File: src/include/sscr_pkg.sv
// package for the supply and stall reset supervisor
package sscr_pkg;
    // ========================================================
    // register map
    localparam logic [11:0] SSCR_CTRL_STATUS_OFS = 12'h000;
    localparam logic [7:0] SSCR_CTRL_STATUS_RST = 8'h30;
    localparam int SSCR_STALL_FLAG_BIT = 0;
    localparam int SSCR_LOW_FLAG_BIT = 2;
    localparam int SSCR_CLEAR_BIT = 3;
    localparam logic [7:0] SSCR_FIXED_ONES = 8'h30;
    // ========================================================
    // timing
    localparam int SSCR_STALL_WIDTH = 20;
    localparam int SSCR_RESET_CYCLES = 5;
    localparam int SSCR_FILTER_CYCLES = 4;
    // ========================================================
    // power modes reported by the clock controller
    typedef enum logic [2:0] {
        SSCR_MODE_RUN,
        SSCR_MODE_SLEEP,
        SSCR_MODE_TIMEBASE,
        SSCR_MODE_STOP,
        SSCR_MODE_SUB
    } sscr_mode_t;
    // internal reset pulse machine
    typedef enum logic [1:0] {
        SSCR_RST_IDLE,
        SSCR_RST_STALL,
        SSCR_RST_LOW
    } sscr_rst_state_t;
endpackage : sscr_pkg

File: src/include/sscr_flt_if.sv
// interface between the supervisor and its supply noise filter
`timescale 1ns/1ps
interface sscr_flt_if;
    logic raw_sync;
    logic confirmed;
    modport filt (input raw_sync, output confirmed);
    modport user (output raw_sync, input confirmed);
endinterface : sscr_flt_if

File: src/hw/sscr_supervisor.sv
// supply and stall reset supervisor with apb control register
//
// What this block does
// - 20-bit stall counter on oscillation clock; reset when it expires.
// - stall-expiry internal reset lasts exactly five machine cycles.
// - counter starts by itself once power-on reset is released.
// - clear bit zero, internal reset, clock stop, sleep, timebase clear it.
// - counter held cleared whenever the processor stops executing.
// - counter stops while running from the sub-oscillation clock.
// - no software means disables the counter or supply detection.
// - writing zero to bit3 restarts the stall counter from zero.
// - low supply sets bit2 flag and asserts internal reset.
// - writing zero clears the low-supply flag; one leaves it.
// - overflow sets bit0 flag; zero write clears, one has no effect.
// - cause flags survive internal resets; only external reset clears.
// - supply detection keeps working in stop mode and ends it by reset.
// - both checks resume right after reset, with no stabilisation wait.
//
// Our own choices: the address map and the APB interface to the registers.
`timescale 1ns/1ps
module sscr_supervisor #(
    parameter int STALL_WIDTH = sscr_pkg::SSCR_STALL_WIDTH,
    parameter int RESET_CYCLES = sscr_pkg::SSCR_RESET_CYCLES,
    parameter int FILTER_CYCLES = sscr_pkg::SSCR_FILTER_CYCLES
) (
    input wire logic CORE_CLK_I,
    input wire logic RST_N_I,
    input wire logic PSEL_I,
    input wire logic PENABLE_I,
    input wire logic PWRITE_I,
    input wire logic [11:0] PADDR_I,
    input wire logic [31:0] PWDATA_I,
    input wire logic [3:0] PSTRB_I,
    output logic [31:0] PRDATA_O,
    output logic PREADY_O,
    output logic PSLVERR_O,
    input wire logic OSC_RUN_I,
    input wire logic MACHINE_TICK_I,
    input wire sscr_pkg::sscr_mode_t POWER_MODE_I,
    input wire logic LOW_SUPPLY_I,
    output logic INT_RESET_O,
    output logic STOP_WAKE_O
);
    import sscr_pkg::*;

    // refuse sizes that the counters below cannot hold
    if (STALL_WIDTH < 2 || STALL_WIDTH > 32) begin : g_bad_width
        $error("stall counter width out of range");
    end
    if (RESET_CYCLES < 1 || RESET_CYCLES > 255) begin : g_bad_reset
        $error("reset width out of range");
    end

    // ========================================================
    // apb decode helper, used for reads and writes
    function automatic logic hit_ctrl(input logic [11:0] a);
        hit_ctrl = (a == SSCR_CTRL_STATUS_OFS);
    endfunction : hit_ctrl

    // ========================================================
    // synchronisers for asynchronous pins
    logic low_meta_q, low_sync_q;
    logic osc_meta_q, osc_sync_q;
    always_ff @(posedge CORE_CLK_I or negedge RST_N_I) begin
        if (!RST_N_I) begin
            low_meta_q <= 1'b0;
            low_sync_q <= 1'b0;
            osc_meta_q <= 1'b0;
            osc_sync_q <= 1'b0;
        end else begin
            low_meta_q <= LOW_SUPPLY_I;
            low_sync_q <= low_meta_q;
            osc_meta_q <= OSC_RUN_I;
            osc_sync_q <= osc_meta_q;
        end
    end

    // ========================================================
    // noise filter on the comparator
    sscr_flt_if flt_bus();
    assign flt_bus.raw_sync = low_sync_q;

    sscr_noise_filter #(
        .STABLE_CYCLES(FILTER_CYCLES)
    ) u_filter (
        .clk_i(CORE_CLK_I),
        .rst_n_i(RST_N_I),
        .flt(flt_bus.filt)
    );

    logic low_conf;
    logic low_conf_prev_q;
    logic low_rise;
    assign low_conf = flt_bus.confirmed;
    // a rising confirmation is one detection event
    assign low_rise = low_conf & ~low_conf_prev_q;

    // ========================================================
    // apb transfer qualification
    logic apb_acc, apb_wr, ctrl_wr;
    assign apb_acc = PSEL_I & PENABLE_I;
    assign apb_wr = apb_acc & PWRITE_I;
    // writes need the low byte lane; other lanes hold nothing
    assign ctrl_wr = apb_wr & hit_ctrl(PADDR_I) & PSTRB_I[0];

    logic clear_wr;
    assign clear_wr = ctrl_wr & ~PWDATA_I[SSCR_CLEAR_BIT];

    // ========================================================
    // stall counter
    logic [STALL_WIDTH-1:0] stall_q, stall_d;
    logic stall_ovf;
    sscr_rst_state_t rst_st_q, rst_st_d;
    logic [7:0] rst_cnt_q, rst_cnt_d;
    logic in_reset;
    logic cpu_halted;
    assign in_reset = (rst_st_q != SSCR_RST_IDLE);
    // sleep, timebase and stop all stop instruction execution
    assign cpu_halted = (POWER_MODE_I == SSCR_MODE_SLEEP) ||
                        (POWER_MODE_I == SSCR_MODE_TIMEBASE) ||
                        (POWER_MODE_I == SSCR_MODE_STOP);
    assign stall_ovf = (stall_q == {STALL_WIDTH{1'b1}});

    // counts from reset release with no enable register at all
    always_comb begin
        stall_d = stall_q + 1'b1;
        if (clear_wr || in_reset || !osc_sync_q || cpu_halted) begin
            stall_d = '0;
        end else if (POWER_MODE_I == SSCR_MODE_SUB) begin
            stall_d = stall_q;
        end else if (stall_ovf) begin
            stall_d = '0;
        end
    end

    logic stall_fire;
    assign stall_fire = stall_ovf && !in_reset && osc_sync_q &&
                        !cpu_halted && !clear_wr &&
                        (POWER_MODE_I != SSCR_MODE_SUB);

    // ========================================================
    // internal reset pulse; low supply holds until it recovers
    always_comb begin
        rst_st_d = rst_st_q;
        rst_cnt_d = rst_cnt_q;
        unique case (rst_st_q)
            SSCR_RST_IDLE: begin
                if (low_rise) begin
                    rst_st_d = SSCR_RST_LOW;
                end else if (stall_fire) begin
                    rst_st_d = SSCR_RST_STALL;
                    rst_cnt_d = 8'h00;
                end
            end
            SSCR_RST_STALL: begin
                if (low_rise) begin
                    rst_st_d = SSCR_RST_LOW;
                end else if (MACHINE_TICK_I) begin
                    if (rst_cnt_q == 8'(RESET_CYCLES - 1)) begin
                        rst_st_d = SSCR_RST_IDLE;
                    end else begin
                        rst_cnt_d = rst_cnt_q + 8'h01;
                    end
                end
            end
            SSCR_RST_LOW: begin
                if (!low_conf) begin
                    rst_st_d = SSCR_RST_IDLE;
                end
            end
            // the fourth code of the two-bit state is never entered
            default: begin
                rst_st_d = SSCR_RST_IDLE;
            end
        endcase
    end

    // ========================================================
    // cause flags; set wins over a clearing write
    logic [7:0] ctrl_q, ctrl_d;
    always_comb begin
        ctrl_d = ctrl_q;
        if (ctrl_wr && !PWDATA_I[SSCR_LOW_FLAG_BIT]) begin
            ctrl_d[SSCR_LOW_FLAG_BIT] = 1'b0;
        end
        if (ctrl_wr && !PWDATA_I[SSCR_STALL_FLAG_BIT]) begin
            ctrl_d[SSCR_STALL_FLAG_BIT] = 1'b0;
        end
        if (low_rise) begin
            ctrl_d[SSCR_LOW_FLAG_BIT] = 1'b1;
        end
        if (stall_fire) begin
            ctrl_d[SSCR_STALL_FLAG_BIT] = 1'b1;
        end
    end

    // ========================================================
    // apb read data and outputs
    logic [31:0] rdata_d;
    logic ready_d, slverr_d;
    logic int_rst_d, wake_d;
    always_comb begin
        rdata_d = 32'h0000_0000;
        ready_d = 1'b0;
        slverr_d = 1'b0;
        // one wait state: answer in the second access cycle
        if (PSEL_I && PENABLE_I && !PREADY_O) begin
            ready_d = 1'b1;
            slverr_d = !hit_ctrl(PADDR_I);
            if (!PWRITE_I && hit_ctrl(PADDR_I)) begin
                // bits 5,4 fixed one, others reserved read zero
                rdata_d = {24'h00_0000, ctrl_q | SSCR_FIXED_ONES};
            end
        end
        int_rst_d = (rst_st_d != SSCR_RST_IDLE);
        wake_d = (rst_st_d == SSCR_RST_LOW) &&
                 (POWER_MODE_I == SSCR_MODE_STOP);
    end

    // ========================================================
    // registers; the cause flags see only the external reset
    always_ff @(posedge CORE_CLK_I or negedge RST_N_I) begin
        if (!RST_N_I) begin
            stall_q <= '0;
            rst_st_q <= SSCR_RST_IDLE;
            rst_cnt_q <= 8'h00;
            ctrl_q <= 8'h00;
            low_conf_prev_q <= 1'b0;
            PRDATA_O <= 32'h0000_0000;
            PREADY_O <= 1'b0;
            PSLVERR_O <= 1'b0;
            INT_RESET_O <= 1'b0;
            STOP_WAKE_O <= 1'b0;
        end else begin
            stall_q <= stall_d;
            rst_st_q <= rst_st_d;
            rst_cnt_q <= rst_cnt_d;
            ctrl_q <= ctrl_d;
            low_conf_prev_q <= low_conf;
            PRDATA_O <= rdata_d;
            PREADY_O <= ready_d;
            PSLVERR_O <= slverr_d;
            INT_RESET_O <= int_rst_d;
            STOP_WAKE_O <= wake_d;
        end
    end
endmodule : sscr_supervisor

File: src/hw/sscr_noise_filter.sv
// noise filter for the synchronised low-supply comparator output
`timescale 1ns/1ps
module sscr_noise_filter #(
    parameter int STABLE_CYCLES = sscr_pkg::SSCR_FILTER_CYCLES
) (
    input wire logic clk_i,
    input wire logic rst_n_i,
    sscr_flt_if.filt flt
);
    import sscr_pkg::*;

    // the confirm counter is eight bits wide, so longer windows cannot fit
    if (STABLE_CYCLES < 1 || STABLE_CYCLES > 255) begin : g_bad_len
        $error("filter length out of range");
    end

    logic [7:0] cnt_q, cnt_d;
    logic conf_q, conf_d;

    // ========================================================
    // confirm a level only after it stays put for the whole window
    always_comb begin
        cnt_d = cnt_q;
        conf_d = conf_q;
        if (flt.raw_sync == conf_q) begin
            cnt_d = 8'h00;
        end else if (cnt_q == 8'(STABLE_CYCLES - 1)) begin
            cnt_d = 8'h00;
            conf_d = flt.raw_sync;
        end else begin
            cnt_d = cnt_q + 8'h01;
        end
    end

    always_ff @(posedge clk_i or negedge rst_n_i) begin
        if (!rst_n_i) begin
            cnt_q <= 8'h00;
            conf_q <= 1'b0;
        end else begin
            cnt_q <= cnt_d;
            conf_q <= conf_d;
        end
    end

    assign flt.confirmed = conf_q;
endmodule : sscr_noise_filter

File: config.mk
export PLATFORM = sky130hd
export DESIGN_NAME = sscr_supervisor
export DESIGN_NICKNAME = d
export VERILOG_FILES = /design/src/include/sscr_pkg.sv /design/src/include/sscr_flt_if.sv /design/src/hw/sscr_supervisor.sv /design/src/hw/sscr_noise_filter.sv
export SDC_FILE = /design/constraint.sdc
export NUM_CORES = 1
export LEC_CHECK = 0
export BUFFER_PORTS_ARGS = -buffer_cell sky130_fd_sc_hd__buf_2
export CAP_MARGIN = 20
export CORE_MARGIN = 3
export CORE_UTILIZATION = 55
export DETAILED_ROUTE_END_ITERATION = 7
export PLACE_DENSITY_LB_ADDON = 0.15
export SLEW_MARGIN = 30
export SYNTH_ARGS = -nofsm -noshare
export SYNTH_HDL_FRONTEND = slang
export SYNTH_HIERARCHICAL = 1
export SYNTH_SLANG_ARGS = --single-unit
export TNS_END_PERCENT = 100
File: constraint.sdc
create_clock -name CORE_CLK_I -period 6.4 [get_ports CORE_CLK_I]
set_clock_uncertainty 0.2 [all_clocks]
set_input_delay 0.32 -clock CORE_CLK_I [delete_from_list [all_inputs] [get_ports CORE_CLK_I]]
set_output_delay 0.32 -clock CORE_CLK_I [all_outputs]
set_load 0.03 [all_outputs]
==> run_results.csv, run 1 <==
group,metric,value,unit
outcome,status,"finished, final reports clean",
finish,final_cells,429,
route,drt-met1-wl,2430,um
cts,cts_tree,"done",
global_routing,grt_pass1_wl,9170,um
global_routing,grt_pass1_vias,2069,
critical_path,r2r_end,"stall_q[18]",
route,antenna_left,0,
finish,areaGrowthSynthToFinish,8.38,%
die,coreArea,0.00517,mm2
timing,slew-limit-headroom,0.560,
finish,multi_input_area,0.00147,mm2
timing,setup_viol,0,
cts,postCtsResizedCells,0,
critical_path,cp-end-kind,"flip-flop",
critical_path,regToRegSetupSlack,3.85,ns
yosys,async_flop_share,1.00,
finish,n_antenna_cell,0,
yosys,syn-instance-count,320,
cts,cts.sinks,53,
yosys,synth_common_cells,"dfrtp_1 (53), buf_4 (30), o21ai_0 (26)",
yosys,synth_most_common_cell,"dfrtp_1",
placed_design,gp_congestion,0.820,
critical_path,crit_start,"stall_q[0]",
pwr,cellPowerDensity,242,mW/mm2
hold_path,whs_path_depth,3,
global_routing,grt_usage,0.183,
timing,rsz0062_at_grt,"no",
yosys,synth.ff_latch_count,53,
placed_design,dpl_worst_slack,3.83,ns
timing,hold_viol,0,
pwr,ir_drop,201,uV
global_routing,grt_max_degree,54,
route,dr_wl_met3,156,um
critical_path,crit_type,"reg -> reg",
critical_path,start_kind,"flip-flop",
yosys,syn_avg_cell_area,9.34,um2
timing,fin_ws,3.85,ns
timing,finalSetupTns,0,ns
yosys,synth_cell_types,50,
route,via_count,2298,
hold_path,hp-class,"in -> reg",
placed_design,port_buffers,34,
critical_path,r2r_start,"stall_q[0]",
route,first_pass_iters,4,
timing,maxSlewViolCount,0,
cts,clk_latency,0.31,ns
timing,fmax,393,MHz
critical_path,cp-endpoint,"stall_q[18]",
route,avgViaCountPerCell,5.36,
critical_path,reg2reg_depth,6,
yosys,syn_area,0.00299,mm2
global_routing,overflow,0,
global_routing,antenna_found_initial,0,
placed_design,dp.cells,417,
cts,htreeDepth,2,
yosys,seq_area_frac_synth,0.444,
route,drcViolationCount,0,
die,ios,95,
cts,cts.clk_slew.worst_paths,0.10,ns
cts,cts-root-buf,"clkbuf_8",
die,die_h,79.7,um
timing,finalCriticalPeriod,2.55,ns
timing,tightest_slew,0.660,ns
critical_path,critPathMaxFanout,13,
finish,drive_gt1_frac,0.175,
route,drt_iter0_markers,93,
die,die_w,79.7,um
yosys,yosys-top-cells-area,"dfrtp_1 (44%), buf_4 (7.5%), o21ai_0 (4.4%), or3_1 (4.0%), a21oi_1 (3.4%)",
die,dieArea,0.00635,mm2
route,wirelength,5470,um
die,initial_utilization,0.578,
pwr,p_leak,0.00139,uW
cts,cts_hold_buf,4,
flow_run,cap_violations,0,
finish,fin_nets,422,
route,highest_layer,"met4",
yosys,synth-edff-count,0,
yosys,synth_area_leader_cell,"dfrtp_1",
critical_path,required,6.37,ns
yosys,synth_top_area_frac,0.444,
yosys,synth_warnings,6,
route,wl_per_cell,12.8,um
timing,period_share,0.398,
die,rows,26,
timing,whs,0.0585,ns
yosys,synth_top_flop_cell,"dfrtp_1",
finish,ff_latch_area,0.00133,mm2
critical_path,cp.arrival,2.51,ns
placed_design,place_hpwl,4020,um
cts,cts_buffers,5,
cts,clock_path_buffers,2,
cts,cts_setup_buffers,0,
route,routed-wl-met2,2810,um
finish,n_fill_cell,455,
[report_power, final]
group	total (uW)	internal (uW)	switching, uW
logic	195	72.9	122
registers	405	367	37.4
clock network	184	77.7	106
[metrics by stage]
stage | total power [uW] | area [um2] | utilization
2_1_floorplan | 566 | 3090 | -
3_3_place_gp | 601 | 3110 | 0.602
3_5_place_dp | 605 | 3110 | 0.602
4_1_cts | 795 | 3240 | 0.626
5_1_grt | 835 | 3240 | 0.626
6_report | 784 | 3240 | 0.626
[routing by layer]
layer / up-vias / track usage
li1: 1161 / -
met4: 0 / 0.0567
met2: 31 / 0.306
met5: - / 0
met1: 1099 / 0.238
met3: 7 / 0.0372
[sequential cells by signal, summed over array words and instances, names as in the netlist, 2 cells and up]
| signal | cells |
|---|---|
| stall_q | 20 |
| rst_cnt_q | 8 |
| u_filter/cnt_q | 8 |
| PRDATA_O | 3 |
| ctrl_q | 2 |
| rst_st_q | 2 |
[kinds of logic after synthesis]
group	synth area share
muxes	0.0142
adders and majority gates	0.0209
DFF	0.444
xor gates and xnor gates	0.0205
other	0.00126
buffers and inverters	0.0967
and+or+nand+nor	0.256
AOI/OAI and AO/OA	0.147
[final cells by class]
class,count,area share
clock buffers,7,0.0236
multi-input cells,247,0.455
well taps,70,0.0270
inverters,11,0.0128
repair buffers,40,0.0696
clock inverters,1,0.00232
flip-flops and latches,53,0.410
[worst min-delay path by stage]
stage / start / end / slack [ns]
floorplan: RST_N_I / INT_RESET_O / -0.18
global placement: low_meta_q / flt_bus.raw_sync / 0.13
detailed placement: osc_meta_q / osc_sync_q / 0.14
CTS: POWER_MODE_I[1] / STOP_WAKE_O / 0.05
global route: POWER_MODE_I[2] / STOP_WAKE_O / 0.06
finish: POWER_MODE_I[1] / STOP_WAKE_O / 0.06
[layout by cell type (no fill, tap or decap), types with 5 or more instances in the layout]
cell type	count
nor2_1	19
nor3_1	9
buf_2	34
nand4_1	5
or3_1	19
or2_2	6
ha_1	5
conb_1	28
a21oi_1	20
clkbuf_8	5
nand3_1	18
dfrtp_1	53
inv_1	11
nand2b_1	7
or4_1	7
o21ai_0	26
nand2_1	20
[worst max-delay path, stage by stage, from the launching register on]
cell      delay, ns
dfrtp_1        0.44
ha_1           0.20
nand3_1        0.17
nor4_1         0.57
a31oi_1        0.18
o21bai_2       0.55
a21oi_1        0.08
Power figures use the tool's default switching activity.
==> run 2: changes to the inputs <==
- CORE_UTILIZATION: 55 -> 51
- clock period: 6.4 -> 2.65 ns (I/O delays scaled with it)
==> run 2 against run 1 <==
Clock power increased by 140%; count of clock-buffer cells in the layout fell by 2; hold slack lost 0.049 ns; first-iteration DRC count shrank 3.2%; critical path depth grew 1; register-to-register slack got worse by 3.6 ns; final area grew 4.6%.
==> run_results.csv, run 2 (synthesis results as in run 1) <==
group,metric,value,unit
die,rows,27,
placed_design,place_hpwl,4370,um
cts,htreeDepth,2,
die,ios,95,
critical_path,cp.arrival,2.54,ns
critical_path,path_buf_inv,4,
hold_path,min_to,"stall_q[9]",
critical_path,critPathSlowestCell,"dlygate4sd3_1",
cts,clock_path_buffers,2,
critical_path,critPathMaxFanout,3,
cts,cts_tree,"done",
global_routing,grt_pass1_vias,2200,
route,wirelength,5970,um
finish,fin_nets,437,
finish,drive_gt1_frac,0.190,
cts,cts.clk_slew.worst_paths,0.09,ns
critical_path,r2r_start,"stall_q[0]",
route,wl_per_cell,13.4,um
route,drt_iter0_markers,90,
timing,rsz0062_at_grt,"no",
critical_path,crit_path_frequent_cell,"dlygate4sd3_1",
pwr,cellPowerDensity,567,mW/mm2
die,coreArea,0.00557,mm2
timing,hold_viol,0,
critical_path,regToRegSetupSlack,0.27,ns
hold_path,hp-start,"PWDATA_I[3]",
critical_path,path_cells,"dlygate4sd3_1, buf_2, nand2_1, dlygate4sd3_1, or2_2, nor3b_1, dlygate4sd3_1",
global_routing,grt_max_degree,41,
route,avgViaCountPerCell,5.32,
timing,fmax,400,MHz
route,via_count,2372,
timing,tightest_slew,0.734,ns
timing,setup_viol,0,
finish,final_cell_mix,"dfrtp_1 (53), buf_2 (34), conb_1 (28)",
cts,cts_buffers,5,
critical_path,required,2.69,ns
finish,fin_util,0.607,
critical_path,slowest_delay,0.60,ns
die,dieArea,0.00681,mm2
hold_path,hp-class,"in -> reg",
finish,layout_commonest_cell,"dfrtp_1",
placed_design,gp_congestion,0.835,
timing,finalCriticalPeriod,2.50,ns
placed_design,port_buffers,34,
flow_run,cap_violations,0,
die,die_h,82.5,um
critical_path,r2r_end,"rst_cnt_q[0]",
finish,n_antenna_cell,0,
die,die_w,82.5,um
critical_path,crit_type,"in -> reg",
cts,cts.sinks,53,
placed_design,dp.cells,425,
finish,final_cells,446,
finish,areaGrowthSynthToFinish,13.3,%
critical_path,start_kind,"input pin",
die,initial_utilization,0.536,
global_routing,grt_pass1_wl,9810,um
critical_path,cp_top_family,"buffers and inverters",
outcome,status,"finished, final reports clean",
finish,reg_top3,"stall_q: 20 flops, rst_cnt_q: 8 flops, u_filter/cnt_q: 8 flops",
route,antenna_left,0,
timing,slew-limit-headroom,0.509,
critical_path,reg2reg_depth,6,
global_routing,antenna_found_initial,0,
timing,period_share,0.943,
finish,final_area,0.00339,mm2
timing,maxSlewViolCount,0,
pwr,p_leak,0.00146,uW
critical_path,cp-end-kind,"flip-flop",
hold_path,whs_path_depth,3,
cts,cts-root-buf,"clkbuf_8",
finish,largest_reg_flops,20,
global_routing,overflow,0,
cts,clk_latency,0.30,ns
placed_design,placed_cell_area,0.00316,mm2
route,first_pass_iters,5,
pwr,power,1920,uW
timing,finalSetupTns,0,ns
pwr,ir_drop,539,uV
route,drcViolationCount,0,
global_routing,grt_usage,0.184,
finish,largest-register,"stall_q",
==> run 2: power breakdown <==
group | internal [uW] | switching (uW) | leakage (uW) | total, uW
clock | 183 | 262 | 0.0000439 | 445
sequential | 887 | 76.8 | 0.000708 | 963
combinational | 196 | 317 | 0.000712 | 513
total | 1270 | 655 | 0.00146 | 1920
==> run 2: timing repair <==
item                                   4_1_cts  5_1_grt
setup buffers                                0        0
hold buffers                                13        0
endpoints found under the hold margin       24        0
resized for setup                            0        0
==> run 2: stage by stage <==
step	hold WS, ns	worst slack (ns)
3_5_place_dp	-0.152	0.134
2_1_floorplan	-0.363	0.490
6_report	0.00938	0.150
5_1_grt	0.0408	0.0385
4_1_cts	0.0114	0.0186
3_3_place_gp	-0.155	0.209
==> run 2: metal layers <==
layer  share of wire  wire length [um]  vias up  track usage
met5               0                 0        -            0
met4          0.0089                53        0       0.0490
met3           0.033               196        5       0.0347
met2            0.52              3080       37        0.324
met1            0.44              2640     1138        0.232
li1                -                 -     1192            -
==> run 2: final cells by class <==
cell class / instances / area, um2
fill: 513 / 2190
inverter: 11 / 41.3
tap: 72 / 90.1
clock buffer: 5 / 68.8
multi-input combinational: 247 / 1480
timing repair buffer: 55 / 360
sequential: 53 / 1330
clock inverter: 3 / 17.5
==> run 2: worst max-delay path by stage <==
| stage | startpoint | to | slack (ns) | depth (start not counted) |
|---|---|---|---|---|
| after CTS | POWER_MODE_I[1] | stall_q[19] | 0.02 | 8 |
| after global placement | rst_st_q[1] | stall_q[3] | 0.21 | 5 |
| after global routing | stall_q[0] | rst_cnt_q[0] | 0.04 | 6 |
| final | PENABLE_I | PRDATA_O[4] | 0.15 | 7 |
| after floorplan | rst_st_q[1] | rst_cnt_q[2] | 0.49 | 6 |
| after detailed placement | rst_st_q[1] | stall_q[19] | 0.13 | 5 |
==> run 2: tightest hold or removal path, delay by kind of cell <==
family                 cells  cell delay [ns]
AOI/OAI and AO/OA          2             0.23
buffers and inverters      1             0.11
==> run 3: changes to the inputs <==
- ABC_AREA: unset -> 1
- CORE_UTILIZATION: 51 -> 50
==> run 3 against run 2 <==
Maximum frequency increased by 14%; register-to-register slack improved by 0.19 ns; clock power about the same; non-clock buffer count decreased by 6; cell count increased by 24%; flip-flop and latch count unchanged; critical path depth increased by 3.
==> run_results.csv, run 3 <==
group,metric,value,unit
global_routing,grt_pass1_wl,11700,um
pwr,cellPowerDensity,500,mW/mm2
route,wirelength,6900,um
critical_path,critPathSlowestCell,"dfrtp_1",
global_routing,antenna_found_initial,0,
pwr,pwr-share-clk,0.248,
finish,reg_top3,"stall_q: 20 flops, rst_cnt_q: 8 flops, u_filter/cnt_q: 8 flops",
cts,clk_latency,0.31,ns
die,coreArea,0.00610,mm2
timing,tightest_slew,0.646,ns
yosys,async_flop_share,1.00,
cts,cts_tree,"done",
cts,cts_buffers,5,
yosys,syn_avg_cell_area,7.63,um2
timing,maxSlewViolCount,0,
critical_path,cp.arrival,2.20,ns
pwr,p_leak,0.00175,uW
finish,n_antenna_cell,0,
global_routing,grt_usage,0.198,
yosys,yosys-top-cells-area,"dfrtp_1 (41%), nand2_1 (12%), nor2_1 (7.7%), buf_4 (7.1%), nand3_1 (5.7%)",
critical_path,crit_type,"reg -> reg",
placed_design,port_buffers,34,
finish,final_cell_mix,"nand2_1 (103), nor2_1 (67), dfrtp_1 (53)",
timing,fmax,456,MHz
pwr,power_frac_seq,0.506,
yosys,seq_area_frac_synth,0.407,
yosys,synth-edff-count,0,
global_routing,overflow,0,
finish,largest-register,"stall_q",
timing,finalCriticalPeriod,2.19,ns
cts,htreeDepth,2,
timing,rsz0062_at_grt,"no",
yosys,synth_common_cells,"nand2_1 (103), nor2_1 (67), dfrtp_1 (53)",
finish,layout_commonest_cell,"nand2_1",
cts,cts_setup_buffers,0,
route,drt_iter0_markers,89,
finish,drive_gt1_frac,0.153,
critical_path,path_cells,"ha_1, nand2_2, nor2_4, nand3_4, nor2_8, nand3_4, o21bai_4, nand2_4, nand2_1, nand2_1",
pwr,intPower,1180,uW
pwr,combPwrFrac,0.247,
die,initial_utilization,0.534,
route,first_pass_iters,4,
yosys,synth.ff_latch_count,53,
yosys,syn_area,0.00326,mm2
die,die_w,86.7,um
route,avgViaCountPerCell,4.91,
cts,postCtsResizedCells,0,
placed_design,place_hpwl,5110,um
global_routing,grt_pass1_vias,2691,
finish,areaGrowthSynthToFinish,10.7,%
die,ios,95,
yosys,synth_warnings,6,
timing,fin_ws,0.456,ns
finish,final_area,0.00361,mm2
timing,finalSetupTns,0,ns
yosys,synth_cell_types,38,
cts,clock_path_buffers,2,
finish,largest_reg_flops,20,
pwr,p_sw_frac,0.349,
yosys,synth_top_area_frac,0.407,
cts,cts.sinks,53,
placed_design,dp.cells,533,
critical_path,start_kind,"flip-flop",
critical_path,path_buf_inv,0,
die,dieArea,0.00752,mm2
critical_path,cp_top_family,"simple AND/OR/NAND/NOR gates",
timing,setup_viol,0,
route,wl_per_cell,12.5,um
die,rows,28,
timing,slew-limit-headroom,0.569,
global_routing,grt_max_degree,27,
timing,hold_viol,0,
timing,period_share,0.828,
die,die_h,86.7,um
critical_path,slowest_delay,0.44,ns
placed_design,gp_congestion,0.895,
hold_path,hp-class,"in -> reg",
cts,cts.clk_slew.worst_paths,0.09,ns
finish,fin_nets,541,
critical_path,critPathMaxFanout,9,
placed_design,placed_cell_area,0.00340,mm2
flow_run,cap_violations,0,
cts,cts-root-buf,"clkbuf_8",
pwr,ir_drop,457,uV
yosys,synth_most_common_cell,"nand2_1",
yosys,syn-instance-count,427,
finish,final_cells,553,
route,antenna_left,0,
outcome,status,"finished, final reports clean",
route,via_count,2717,
critical_path,required,2.66,ns
critical_path,cp-end-kind,"flip-flop",
yosys,synth_area_leader_cell,"dfrtp_1",
placed_design,dpl_worst_slack,0.447,ns
pwr,power_switching,629,uW
route,drcViolationCount,0,
yosys,synth_top_flop_cell,"dfrtp_1",
run 3: cell count changes after synthesis, moves of 13 or more:
cell,change
a21oi_1,-13
inv_1,+25
nand2_1,+83
nand3_1,+19
nor2_1,+48
o21ai_0,-23
or3_1,-19
run 3: worst paths after layout:
check / start / endpoint / slack [ns] / cells past startpoint
max: stall_q[0] / rst_cnt_q[6] / 0.46 / 10
min: PADDR_I[2] / PSLVERR_O / 0.04 / 5
max reg2reg: stall_q[0] / rst_cnt_q[6] / 0.46 / 10
min reg2reg: low_meta_q / flt_bus.raw_sync / 0.16 / 0
max in group asynchronous: RST_N_I / ctrl_q[2] / 1.46 / 3
min in group asynchronous: RST_N_I / stall_q[14] / 0.16 / 2
run 3: repair_timing:
item                                    4_1_cts  5_1_grt
endpoints found under the setup margin        0        0
hold buffers                                 12        0
hold endpoints to repair                     36        0
run 3: final cells by class:
type	count	area, um2
fillers	558	2490
multi-input cells	325	1630
flip-flops and latches	53	1330
repair buffers	49	313
inverters	43	161
well taps	75	93.8
clock buffers	6	72.6
clock inverters	2	10.0
run 3: cells by family after synthesis:
logic type                 synth area share
and+or+nand+nor                       0.350
buffers and inverters                 0.124
DFF                                   0.407
AOI/OAI and AO/OA                    0.0557
xor gates and xnor gates             0.0430
adders and majority gates            0.0192
other                               0.00115
run 3: power by group through the flow:
stage | Combinational [uW] | Clock, uW | Sequential (uW)
CTS | 451 | 470 | 913
global route | 497 | 494 | 924
detailed placement | 438 | 0 | 928
floorplan | 336 | 0 | 937
global placement | 428 | 0 | 927
finish | 445 | 447 | 913
run 3: through the flow:
stage | hold slack (ns) | total power, uW | utilization
after detailed placement | -0.0191 | 1370 | 0.558
after CTS | 0.0178 | 1830 | 0.592
after global placement | -0.0274 | 1350 | 0.558
final | 0.0391 | 1800 | 0.592
after global routing | 0.0464 | 1910 | 0.592
after floorplan | -0.363 | 1270 | -
run 3: tightest hold or removal path, stage by stage:
cell      delay, ns
buf_2          0.08
nor2_1         0.03
nand2_1        0.04
nor2_1         0.05
a21boi_0       0.16
run 3: per-layer routing:
metal / part of all wire / routed length [um] / up-vias / global-route usage
met2: 0.52 / 3610 / 48 / 0.352
li1: - / - / 1393 / -
met1: 0.43 / 2940 / 1263 / 0.231
met4: 0.019 / 131 / 0 / 0.0751
met3: 0.032 / 222 / 13 / 0.0466
met5: 0 / 0 / - / 0
